File: src/pkg/chmc_defines.svh
// register map, reset values and timing constants of the charger mode control
`ifndef CHMC_DEFINES_SVH
`define CHMC_DEFINES_SVH

// ----------------------------------------
// register offsets
// ----------------------------------------
`define CHMC_A_ICL 4'h0
`define CHMC_A_VLIM 4'h1
`define CHMC_A_CTL 4'h2
`define CHMC_A_SW 4'h3
`define CHMC_A_FAST_CHARGE_CURRENT 4'h4
`define CHMC_A_PRETERM 4'h5
`define CHMC_A_VREG 4'h6
`define CHMC_A_CMD 4'h7
`define CHMC_A_STAT 4'h8
`define CHMC_A_EICL 4'h9
`define CHMC_A_EVLIM 4'hA

// ----------------------------------------
// field positions
// ----------------------------------------
`define CHMC_CTL_CHG_EN 0
`define CHMC_CTL_PULSE_FREQ_DISABLE 1
`define CHMC_CTL_BOOST_EN 2
`define CHMC_CTL_BOOST_ISEL 3
`define CHMC_CMD_DETECT 0
`define CHMC_CMD_KICK 1

// ----------------------------------------
// reset values and codes
// ----------------------------------------
`define CHMC_ICL_DEF 6'h05
`define CHMC_ICL_USB 6'h05
`define CHMC_ICL_ADP 6'h18
`define CHMC_ICL_SOFT 6'h02
`define CHMC_VLIM_DEF 7'h2D
`define CHMC_CTL_DEF 8'h41
`define CHMC_SW_DEF 6'h01
`define CHMC_FAST_CHARGE_CURRENT_DEF 8'h20
`define CHMC_PRETERM_DEF 8'h33
`define CHMC_VREG_DEF 8'h0B
`define CHMC_SRC_NONE 3'h0
`define CHMC_SRC_USB 3'h1
`define CHMC_SRC_ADP 3'h3
`define CHMC_SRC_BOOST 3'h7
`define CHMC_STATPIN_OFF 2'h3
`define CHMC_BOOST_MV 13'h141E

// ----------------------------------------
// timing
// ----------------------------------------
`define CHMC_CLK_NS 100
`define CHMC_TICK_NS 1000000
`define CHMC_INT_PULSE_NS 1000
`define CHMC_INT_PULSE_CYC (`CHMC_INT_PULSE_NS / `CHMC_CLK_NS)
`define CHMC_BOOST_DLY_MS 30
`define CHMC_BOOST_PFM_MS 5
`define CHMC_WDT_MS 40000
`define CHMC_SAFETY_MS 36000000
`define CHMC_BLINK_MS 500

`endif

File: src/pkg/chmc_pkg.sv
// types shared by the charger mode control
package chmc_pkg;

    typedef enum logic [1:0] {
        CHMC_IDLE = 2'h0,
        CHMC_CHARGE = 2'h1,
        CHMC_DONE = 2'h3,
        CHMC_FAULT = 2'h2
    } chmc_state_t;

    // comparator outputs and the battery voltage from the analog side
    typedef struct packed {
        logic vbus_good;
        logic sys_low;
        logic light_load;
        logic bat_low_minsys;
        logic bat_precharge;
        logic bat_above_boost;
        logic vbus_below_sleep;
        logic ts_ok;
        logic term_low;
        logic bat_above_rechg_lo;
        logic bat_above_rechg_hi;
        logic in_regulation;
        logic [6:0] bat_volt;
    } chmc_sense_t;

    // controls to the power stage
    typedef struct packed {
        logic converter_en;
        logic battery_switch;
        logic charging;
        logic boost_active;
        logic boost_ilim_hi;
        logic [12:0] boost_vset_mv;
        logic pfm_mode;
        logic [5:0] eff_icl;
        logic [6:0] eff_vlim;
    } chmc_drive_t;

endpackage

File: src/rtl/chmc_top.sv
// supervisory digital control of the single-cell charger
`include "chmc_defines.svh"

module chmc_top #(
    parameter int TICK_CYC = `CHMC_TICK_NS / `CHMC_CLK_NS,
    parameter int BOOST_DLY_MS = `CHMC_BOOST_DLY_MS,
    parameter int BOOST_PFM_MS = `CHMC_BOOST_PFM_MS,
    parameter int WDT_MS = `CHMC_WDT_MS,
    parameter int SAFETY_MS = `CHMC_SAFETY_MS,
    parameter int BLINK_MS = `CHMC_BLINK_MS
) (
    input wire logic clk,
    input wire logic sys_rst,
    input wire logic [3:0] reg_addr,
    input wire logic [7:0] reg_wdata,
    input wire logic reg_wr,
    input wire logic reg_rd,
    output logic [7:0] reg_rdata,
    input wire logic source_select_pin,
    input wire logic charge_enable_pin_n,
    input wire chmc_pkg::chmc_sense_t sense,
    output chmc_pkg::chmc_drive_t drive,
    output logic status_pin_o,
    output logic status_pin_oe,
    output logic host_interrupt_pin
);

    // ----------------------------------------
    // input synchronisers
    // ----------------------------------------
    chmc_pkg::chmc_sense_t sn1_ff, sn_ff;
    logic [1:0] pin1_ff, pin_ff;
    logic sel_prev_ff;

    always_ff @(posedge clk or posedge sys_rst) begin
        if (sys_rst) begin
            sn1_ff <= '0;
            sn_ff <= '0;
            pin1_ff <= 2'h3;
            pin_ff <= 2'h3;
            sel_prev_ff <= 1'b1;
        end else begin
            sn1_ff <= sense;
            sn_ff <= sn1_ff;
            pin1_ff <= {charge_enable_pin_n, source_select_pin};
            pin_ff <= pin1_ff;
            sel_prev_ff <= pin_ff[0];
        end
    end

    wire logic sel_pin = pin_ff[0];
    wire logic ce_n = pin_ff[1];

    // ----------------------------------------
    // millisecond tick
    // ----------------------------------------
    logic [31:0] tick_cnt_ff;
    logic tick_ff;

    always_ff @(posedge clk or posedge sys_rst) begin
        if (sys_rst) begin
            tick_cnt_ff <= '0;
            tick_ff <= 1'b0;
        end else begin
            tick_ff <= (tick_cnt_ff == 32'(TICK_CYC - 1));
            tick_cnt_ff <= (tick_cnt_ff == 32'(TICK_CYC - 1)) ? '0 : tick_cnt_ff + 32'h1;
        end
    end

    // ----------------------------------------
    // registers
    // ----------------------------------------
    logic [5:0] icl_ff;
    logic [6:0] vlim_ff;
    logic [7:0] ctl_ff, fast_charge_current_ff, preterm_ff, vreg_ff;
    logic [5:0] sw_ff;
    logic [2:0] src_ff;
    logic host_ff, wd_exp, det_done_ff;

    wire logic wr_cmd = reg_wr && reg_addr == `CHMC_A_CMD;
    wire logic kick = wr_cmd && reg_wdata[`CHMC_CMD_KICK];
    wire logic trig = wr_cmd && reg_wdata[`CHMC_CMD_DETECT];
    wire logic det_ev = sn_ff.vbus_good && !det_done_ff;
    wire logic pin_chg = !host_ff && det_done_ff && sel_pin != sel_prev_ff;
    wire logic load_icl = det_ev || pin_chg || (trig && host_ff);
    wire logic chg_en_bit = ctl_ff[`CHMC_CTL_CHG_EN];
    wire logic pulse_freq_disable = ctl_ff[`CHMC_CTL_PULSE_FREQ_DISABLE];
    wire logic boost_en = ctl_ff[`CHMC_CTL_BOOST_EN];
    wire logic [1:0] track_sel = ctl_ff[5:4];
    wire logic [1:0] wd_period = ctl_ff[7:6];
    wire logic force_off = sw_ff[2];
    wire logic rechg_sel = sw_ff[3];
    wire logic [1:0] stat_ctl = sw_ff[5:4];

    // limit and status kept through a supervision expiry
    always_ff @(posedge clk or posedge sys_rst) begin
        if (sys_rst) begin
            icl_ff <= `CHMC_ICL_DEF;
            vlim_ff <= `CHMC_VLIM_DEF;
            src_ff <= `CHMC_SRC_NONE;
        end else begin
            if (load_icl) begin
                icl_ff <= sel_pin ? `CHMC_ICL_USB : `CHMC_ICL_ADP;
                src_ff <= sel_pin ? `CHMC_SRC_USB : `CHMC_SRC_ADP;
            end else if (reg_wr && reg_addr == `CHMC_A_ICL) begin
                icl_ff <= reg_wdata[5:0];
            end
            if (!sn_ff.vbus_good) begin
                src_ff <= `CHMC_SRC_NONE;
            end
            if (reg_wr && reg_addr == `CHMC_A_VLIM) begin
                vlim_ff <= reg_wdata[6:0];
            end
        end
    end

    always_ff @(posedge clk or posedge sys_rst) begin
        if (sys_rst) begin
            ctl_ff <= `CHMC_CTL_DEF;
            sw_ff <= `CHMC_SW_DEF;
            fast_charge_current_ff <= `CHMC_FAST_CHARGE_CURRENT_DEF;
            preterm_ff <= `CHMC_PRETERM_DEF;
            vreg_ff <= `CHMC_VREG_DEF;
        end else if (wd_exp) begin
            ctl_ff <= `CHMC_CTL_DEF;
            sw_ff[5:3] <= 3'(`CHMC_SW_DEF >> 3);
            fast_charge_current_ff <= `CHMC_FAST_CHARGE_CURRENT_DEF;
            preterm_ff <= `CHMC_PRETERM_DEF;
            vreg_ff <= `CHMC_VREG_DEF;
        end else if (reg_wr) begin
            unique case (reg_addr)
                `CHMC_A_CTL: ctl_ff <= reg_wdata;
                `CHMC_A_SW: sw_ff <= reg_wdata[5:0];
                `CHMC_A_FAST_CHARGE_CURRENT: fast_charge_current_ff <= reg_wdata;
                `CHMC_A_PRETERM: preterm_ff <= reg_wdata;
                `CHMC_A_VREG: vreg_ff <= reg_wdata;
                default: ;
            endcase
        end
    end

    // ----------------------------------------
    // supervision timer and mode
    // ----------------------------------------
    function automatic logic [31:0] wd_limit(input logic [1:0] p);
        logic [31:0] base;
        base = 32'(WDT_MS);
        return base << (p - 2'h1);
    endfunction

    logic [31:0] wd_cnt_ff;
    assign wd_exp = host_ff && wd_period != 2'h0 && tick_ff
                    && wd_cnt_ff + 32'h1 >= wd_limit(wd_period);

    always_ff @(posedge clk or posedge sys_rst) begin
        if (sys_rst) begin
            host_ff <= 1'b0;
            wd_cnt_ff <= '0;
        end else if (kick) begin
            host_ff <= 1'b1;
            wd_cnt_ff <= '0;
        end else if (wd_exp) begin
            host_ff <= 1'b0;
            wd_cnt_ff <= '0;
        end else if (host_ff && wd_period != 2'h0 && tick_ff) begin
            wd_cnt_ff <= wd_cnt_ff + 32'h1;
        end
    end

    // ----------------------------------------
    // power-up and converter
    // ----------------------------------------
    logic conv_en_ff;

    always_ff @(posedge clk or posedge sys_rst) begin
        if (sys_rst) begin
            det_done_ff <= 1'b0;
            conv_en_ff <= 1'b0;
        end else begin
            det_done_ff <= sn_ff.vbus_good;
            // one cycle behind detection, so the limit is already loaded
            conv_en_ff <= det_done_ff && sn_ff.vbus_good;
        end
    end

    // ----------------------------------------
    // boost
    // ----------------------------------------
    logic [15:0] bst_cnt_ff;
    wire logic bst_ok = sn_ff.bat_above_boost && sn_ff.vbus_below_sleep
                        && boost_en && sn_ff.ts_ok;
    wire logic bst_on = bst_ok && bst_cnt_ff >= 16'(BOOST_DLY_MS);
    wire logic bst_pfm = bst_cnt_ff < 16'(BOOST_DLY_MS + BOOST_PFM_MS);

    always_ff @(posedge clk or posedge sys_rst) begin
        if (sys_rst) begin
            bst_cnt_ff <= '0;
        end else if (!boost_en) begin
            bst_cnt_ff <= '0;
        end else if (tick_ff && bst_pfm) begin
            bst_cnt_ff <= bst_cnt_ff + 16'h1;
        end
    end

    // ----------------------------------------
    // charge cycle
    // ----------------------------------------
    chmc_pkg::chmc_state_t st_ff;
    logic [31:0] safe_cnt_ff;
    logic safe_flt_ff;
    wire logic en_all = chg_en_bit && !ce_n;
    wire logic can_chg = conv_en_ff && en_all && fast_charge_current_ff != 8'h00 && sn_ff.ts_ok
                         && !safe_flt_ff && !force_off;
    wire logic above_rechg = rechg_sel ? sn_ff.bat_above_rechg_hi : sn_ff.bat_above_rechg_lo;
    wire logic term = sn_ff.term_low && above_rechg && !sn_ff.in_regulation;
    wire logic done_ev = st_ff == chmc_pkg::CHMC_CHARGE && can_chg && term;
    wire logic fault = safe_flt_ff || (en_all && !sn_ff.ts_ok);

    always_ff @(posedge clk or posedge sys_rst) begin
        if (sys_rst) begin
            st_ff <= chmc_pkg::CHMC_IDLE;
        end else begin
            unique case (st_ff)
                chmc_pkg::CHMC_IDLE: if (can_chg) begin
                    st_ff <= chmc_pkg::CHMC_CHARGE;
                end else if (fault) begin
                    st_ff <= chmc_pkg::CHMC_FAULT;
                end
                chmc_pkg::CHMC_CHARGE: if (fault) begin
                    st_ff <= chmc_pkg::CHMC_FAULT;
                end else if (!can_chg) begin
                    st_ff <= chmc_pkg::CHMC_IDLE;
                end else if (term) begin
                    st_ff <= chmc_pkg::CHMC_DONE;
                end
                // disabling here is how a toggle restarts the cycle
                chmc_pkg::CHMC_DONE: if (!can_chg) begin
                    st_ff <= chmc_pkg::CHMC_IDLE;
                end else if (!above_rechg) begin
                    st_ff <= chmc_pkg::CHMC_CHARGE;
                end
                chmc_pkg::CHMC_FAULT: if (!fault) begin
                    st_ff <= chmc_pkg::CHMC_IDLE;
                end
            endcase
        end
    end

    // safety timer; fault holds until charging is disabled
    always_ff @(posedge clk or posedge sys_rst) begin
        if (sys_rst) begin
            safe_cnt_ff <= '0;
            safe_flt_ff <= 1'b0;
        end else if (!en_all) begin
            safe_cnt_ff <= '0;
            safe_flt_ff <= 1'b0;
        end else if (st_ff == chmc_pkg::CHMC_CHARGE && tick_ff) begin
            if (safe_cnt_ff + 32'h1 >= 32'(SAFETY_MS)) begin
                safe_flt_ff <= 1'b1;
            end
            safe_cnt_ff <= safe_cnt_ff + 32'h1;
        end
    end

    function automatic logic [1:0] phase(input chmc_pkg::chmc_state_t s, input logic pre);
        logic [1:0] p;
        p = 2'h0;
        if (s == chmc_pkg::CHMC_CHARGE) begin
            p = pre ? 2'h1 : 2'h2;
        end else if (s == chmc_pkg::CHMC_DONE) begin
            p = 2'h3;
        end
        return p;
    endfunction

    // ----------------------------------------
    // interrupt pulse
    // ----------------------------------------
    logic [1:0] pend_ff;
    logic [7:0] int_cnt_ff;
    wire logic int_go = int_cnt_ff == 8'h00 && pend_ff != 2'h0;
    wire logic [1:0] take = !int_go ? 2'h0 : pend_ff[0] ? 2'h1 : 2'h2;

    always_ff @(posedge clk or posedge sys_rst) begin
        if (sys_rst) begin
            pend_ff <= '0;
            int_cnt_ff <= '0;
            host_interrupt_pin <= 1'b0;
        end else begin
            // a new event beats the clear of the one being sent
            pend_ff <= (pend_ff & ~take) | {done_ev, det_ev};
            if (int_go) begin
                int_cnt_ff <= 8'(`CHMC_INT_PULSE_CYC);
            end else if (int_cnt_ff != 8'h00) begin
                int_cnt_ff <= int_cnt_ff - 8'h1;
            end
            host_interrupt_pin <= int_go || int_cnt_ff > 8'h1;
        end
    end

    // ----------------------------------------
    // status pin
    // ----------------------------------------
    logic [15:0] blk_cnt_ff;
    logic blk_ff;

    always_ff @(posedge clk or posedge sys_rst) begin
        if (sys_rst) begin
            blk_cnt_ff <= '0;
            blk_ff <= 1'b0;
            status_pin_o <= 1'b1;
            status_pin_oe <= 1'b0;
        end else begin
            if (tick_ff) begin
                blk_cnt_ff <= (blk_cnt_ff + 16'h1 >= 16'(BLINK_MS)) ? '0 : blk_cnt_ff + 16'h1;
                blk_ff <= blk_ff ^ (blk_cnt_ff + 16'h1 >= 16'(BLINK_MS));
            end
            status_pin_oe <= stat_ctl != `CHMC_STATPIN_OFF;
            status_pin_o <= fault ? blk_ff : st_ff != chmc_pkg::CHMC_CHARGE;
        end
    end

    // ----------------------------------------
    // power stage drive
    // ----------------------------------------
    function automatic logic [6:0] track_off(input logic [1:0] s);
        return (s == 2'h0) ? 7'h0 : 7'({s, 1'b0});
    endfunction

    wire logic [6:0] trk = 7'(sn_ff.bat_volt + track_off(track_sel));
    wire logic [5:0] soft_icl = icl_ff < `CHMC_ICL_SOFT ? icl_ff : `CHMC_ICL_SOFT;

    always_ff @(posedge clk or posedge sys_rst) begin
        if (sys_rst) begin
            drive <= '0;
            drive.battery_switch <= 1'b1;
            drive.eff_icl <= `CHMC_ICL_DEF;
            drive.eff_vlim <= `CHMC_VLIM_DEF;
        end else begin
            drive.converter_en <= conv_en_ff;
            drive.battery_switch <= !force_off
                && !(conv_en_ff && st_ff != chmc_pkg::CHMC_CHARGE);
            drive.charging <= st_ff == chmc_pkg::CHMC_CHARGE;
            drive.boost_active <= bst_on;
            drive.boost_ilim_hi <= ctl_ff[`CHMC_CTL_BOOST_ISEL];
            drive.boost_vset_mv <= `CHMC_BOOST_MV;
            drive.pfm_mode <= !pulse_freq_disable && (bst_on ? bst_pfm : sn_ff.light_load
                && (sn_ff.bat_low_minsys || !chg_en_bit));
            drive.eff_icl <= sn_ff.sys_low ? soft_icl : icl_ff;
            drive.eff_vlim <= (track_sel != 2'h0 && trk > vlim_ff) ? trk : vlim_ff;
        end
    end

    // ----------------------------------------
    // read port
    // ----------------------------------------
    logic [7:0] rd_val;

    always_comb begin
        rd_val = 8'h00;
        unique case (reg_addr)
            `CHMC_A_ICL: rd_val = {2'h0, icl_ff};
            `CHMC_A_VLIM: rd_val = {1'b0, vlim_ff};
            `CHMC_A_CTL: rd_val = ctl_ff;
            `CHMC_A_SW: rd_val = {2'h0, sw_ff};
            `CHMC_A_FAST_CHARGE_CURRENT: rd_val = fast_charge_current_ff;
            `CHMC_A_PRETERM: rd_val = preterm_ff;
            `CHMC_A_VREG: rd_val = vreg_ff;
            `CHMC_A_STAT: rd_val = {safe_flt_ff, !host_ff, det_done_ff,
                phase(st_ff, sn_ff.bat_precharge),
                bst_on ? `CHMC_SRC_BOOST : src_ff};
            `CHMC_A_EICL: rd_val = {2'h0, drive.eff_icl};
            `CHMC_A_EVLIM: rd_val = {1'b0, drive.eff_vlim};
            default: rd_val = 8'h00;
        endcase
    end

    always_ff @(posedge clk or posedge sys_rst) begin
        if (sys_rst) begin
            reg_rdata <= 8'h00;
        end else begin
            reg_rdata <= reg_rd ? rd_val : 8'h00;
        end
    end

endmodule

File: config.mk
export PLATFORM = sky130hd
export DESIGN_NAME = chmc_top
export DESIGN_NICKNAME = d
export VERILOG_FILES = /design/src/pkg/chmc_pkg.sv /design/src/rtl/chmc_top.sv
export VERILOG_INCLUDE_DIRS = /design/src /design/src/pkg
export SDC_FILE = /design/constraint.sdc
export NUM_CORES = 1
export LEC_CHECK = 0
export ABC_AREA = 1
export BUFFER_PORTS_ARGS = -buffer_cell sky130_fd_sc_hd__buf_2
export CORE_MARGIN = 2
export CORE_UTILIZATION = 55
export DETAILED_ROUTE_END_ITERATION = 10
export GPL_ROUTABILITY_DRIVEN = 0
export PLACE_DENSITY = 0.81
export SLEW_MARGIN = 15
export SYNTH_ARGS = -nofsm -noshare
export SYNTH_HDL_FRONTEND = slang
export SYNTH_SLANG_ARGS = --single-unit
File: constraint.sdc
create_clock -name clk -period 8.65 [get_ports clk]
set_input_delay 1.73 -clock clk [delete_from_list [all_inputs] [get_ports clk]]
set_output_delay 1.73 -clock clk [all_outputs]
set_load 0.05 [all_outputs]
==> results.yml <==
routing:
  via_count: 12300
  drc: 0
  wl_met2_um: 16070
  routed_wl_um: 34470
  via_per_inst: 5.569
  wl_per_cell_um: 15.60
  first_pass_iters: 6
  drt_iter0_markers: 1085
  wl_met3_um: 2791
  wl_met1_um: 14250
  antenna_left: 0
  top_layer: "met5"
clock_tree:
  post_cts.repair.setup_buffers: 0
  cts_inserted_buffers: 28
  cts_root_buf: "clkbuf_16"
  cts_hold_buf: 0
  clock-sinks: 273
  clock_path_buffers: 3
  cts_max_level: 1
  cts-resized-gates: 0
  clk_pin_slew_ps: 60
  clock_latency_ps: 570
  cts_tree: "yes"
cells_and_area:
  area_growth_syn_to_layout_pct: 11.56
  ff_latch_area_sq_um: 6869
  nFillCells: 2110
  num-nets-final: 1932
  multiInputGateArea_sq_um: 6108
  design_area_sq_um: 15770
  antennaDiodeCount: 0
  drive_gt1_share_pct: 9.473
setup_path:
  endpoint_kind: "flip-flop"
  cp-start-kind: "input pin"
  arrival_ps: 4170
  crit_type: "input pin to flip-flop"
  cp.required_ps: 9080
  cp_max_fo: 19
timing:
  finalHoldViolations: 0
  finalSetupViolations: 0
  skew_ps: 28.59
  fmax_ghz: 0.2677
  fin_crit_sh_pct: 43.18
  worstMarginPinSlew_ps: 1076
  timing.final.crit_period_ps: 3735
  rsz0062_at_grt: "false"
  setup_tns_ps: 0
  slew_headroom_pct: 28.28
  slew_viol_final: 0
floorplanning:
  io_pins: 80
  rows: 58
  die_x_um: 164.3
  fp.dieArea_sq_um: 26990
  initial_core_util_pct: 56.12
  die_h_um: 164.3
  core_area_sq_um: 25180
pwr:
  power_frac_comb_pct: 13.6
  design_power_total_uw: 3222
  power.internal_uw: 2290
  p_sw_share_pct: 28.94
  p_leak_uw: 0.007610
  clkPwrFrac_pct: 40.2
  power.density_nw_per_um2: 204.4
  power.share.sequential_pct: 46.2
  switchingPower_uw: 932.5
  vdd_drop_max_v: 0.0001890
logic_synthesis:
  synthTopCellsByArea: "dfrtp_1 43%, nand2_1 12%, inv_1 6.6%"
  synth_top_flop_cell: "dfrtp_1"
  ys_async_sr_fraction_pct: 100.0
  syn_avg_cell_area_sq_um: 7.935
  synth_common_cells: "454 x nand2_1, 249 x inv_1, 243 x dfrtp_1"
  synth.most_common_cell: "nand2_1"
  ys_ff_latch: 273
  ys_seq_area_share_pct: 48.61
  synth-edff-count: 0
  synth_top_area_share_pct: 43.03
  yosysWarnings: 0
  synth_cell_types: 53
  synth_cells: 1781
  synth_top_cell_by_area: "dfrtp_1"
  syn_area_sq_um: 14130
placed_design:
  hpwl_um: 24720
  placed_area_sq_um: 14760
  port_buffers: 72
global_routing:
  antenna_found_initial: 1
  overflow: 0
  grt_pass1_vias: 11940
  grt_util_all_layers_pct: 26.08
  grt_start_max_net_pins: 198
  grt_pass1_wl_um: 56800
run:
  maxCapViolCount: 0
worst_hold_path:
  hold_path.class: "flip-flop to flip-flop"
outcome:
  outcome: "complete, no violations"
## registers in the layout, indices dropped and copies added (netlist names), 16 cells and up
signal and flops:
blk_cnt_ff 16, bst_cnt_ff 16, drive 20, safe_cnt_ff 32
sn1_ff 19, sn_ff 19, tick_cnt_ff 32, wd_cnt_ff 32
## metal layers
| metal | GRT usage, % | vias to the layer above |
|---|---|---|
| met5 | 0 | - |
| met4 | 10.53 | 2 |
| met3 | 4.672 | 127 |
| met2 | 42.89 | 531 |
| met1 | 34.27 | 5779 |
| li1 | - | 5862 |
## placed cells by master (no fill, tap or decap), drive strengths merged, types with 5 or more instances in the layout
cell type	synthesis	layout
buf	23	76
a21oi	38	38
nand3	136	136
xor2	51	51
nor2	229	229
o21ai	72	72
dfstp	30	30
a221oi	12	12
o211ai	7	7
nand2	459	459
inv	252	252
nor3	42	42
ha	37	37
clkinvlp	0	5
nand4	44	44
nor4	12	12
dfrtp	243	243
o22ai	28	28
clkbuf	13	35
xnor2	12	12
a22o	5	5
clkinv	4	12
conb	2	8
## layout make-up
cell class | instances | share of cell area [%]
clock buffers | 35 | 4.928
clock inverters | 17 | 1.468
inverters | 256 | 6.119
multi-input cells | 1222 | 38.74
flip-flops and latches | 273 | 43.57
well taps | 330 | 2.619
repair buffers | 76 | 2.555
## power by group through the flow
stage | registers (uW) | clock network (uW) | logic [uW]
after floorplan | 1560 | 0 | 250
after global placement | 1500 | 0 | 414
after detailed placement | 1510 | 0 | 434
after CTS | 1490 | 1320 | 438
after global routing | 1500 | 1370 | 489
final | 1490 | 1300 | 437
## logic make-up (layout without fill, tap and decap cells)
group | after synthesis | count (layout) | synth area share, %
buf+inv | 292 | 384 | 8.331
simple gates | 930 | 930 | 27.91
other cells | 2 | 8 | 0.05314
fa+ha+maj | 38 | 38 | 3.417
mux | 2 | 2 | 0.1417
compound gates | 181 | 181 | 7.632
flops | 273 | 273 | 48.61
xor+xnor | 63 | 63 | 3.904
## per-stage QoR
stage	setup WS [ps]	hold slack [ps]	utilization, %	instances
after floorplan	3335	331.2	-	1787
after global placement	4522	331.4	58.61	2157
after detailed placement	4434	334.7	58.61	2157
after CTS	5018	346.1	62.61	2209
after global routing	4739	353.8	62.61	2209
final	4915	344.0	62.61	2209
## worst max-delay path: stages
cell and delay (ps):
buf_2 100, inv_1 150, nor3_1 300, nand2_1 530, nand2_1 680, inv_1 420
nand2_1 150, nand2_1 70
## final timing paths
path / startpoint / end / slack (ps) / cells past startpoint
max: reg_wr / wd_cnt_ff[16]$_DFFE_PP0P_ / 4920 / 8
min: sn1_ff[2]$_DFF_PP0_ / sn_ff[2]$_DFF_PP0_ / 340 / 0
max reg2reg: wd_cnt_ff[7]$_DFFE_PP0P_ / preterm_ff[0]$_DFFE_PP1P_ / 5040 / 21
min reg2reg: sn1_ff[2]$_DFF_PP0_ / sn_ff[2]$_DFF_PP0_ / 340 / 0
max in group asynchronous: sys_rst / src_ff[1]$_DFFE_PP0P_ / 6270 / 3
min in group asynchronous: sys_rst / sn1_ff[13]$_DFF_PP0_ / 1100 / 2
(Power assumes the default switching activity.)
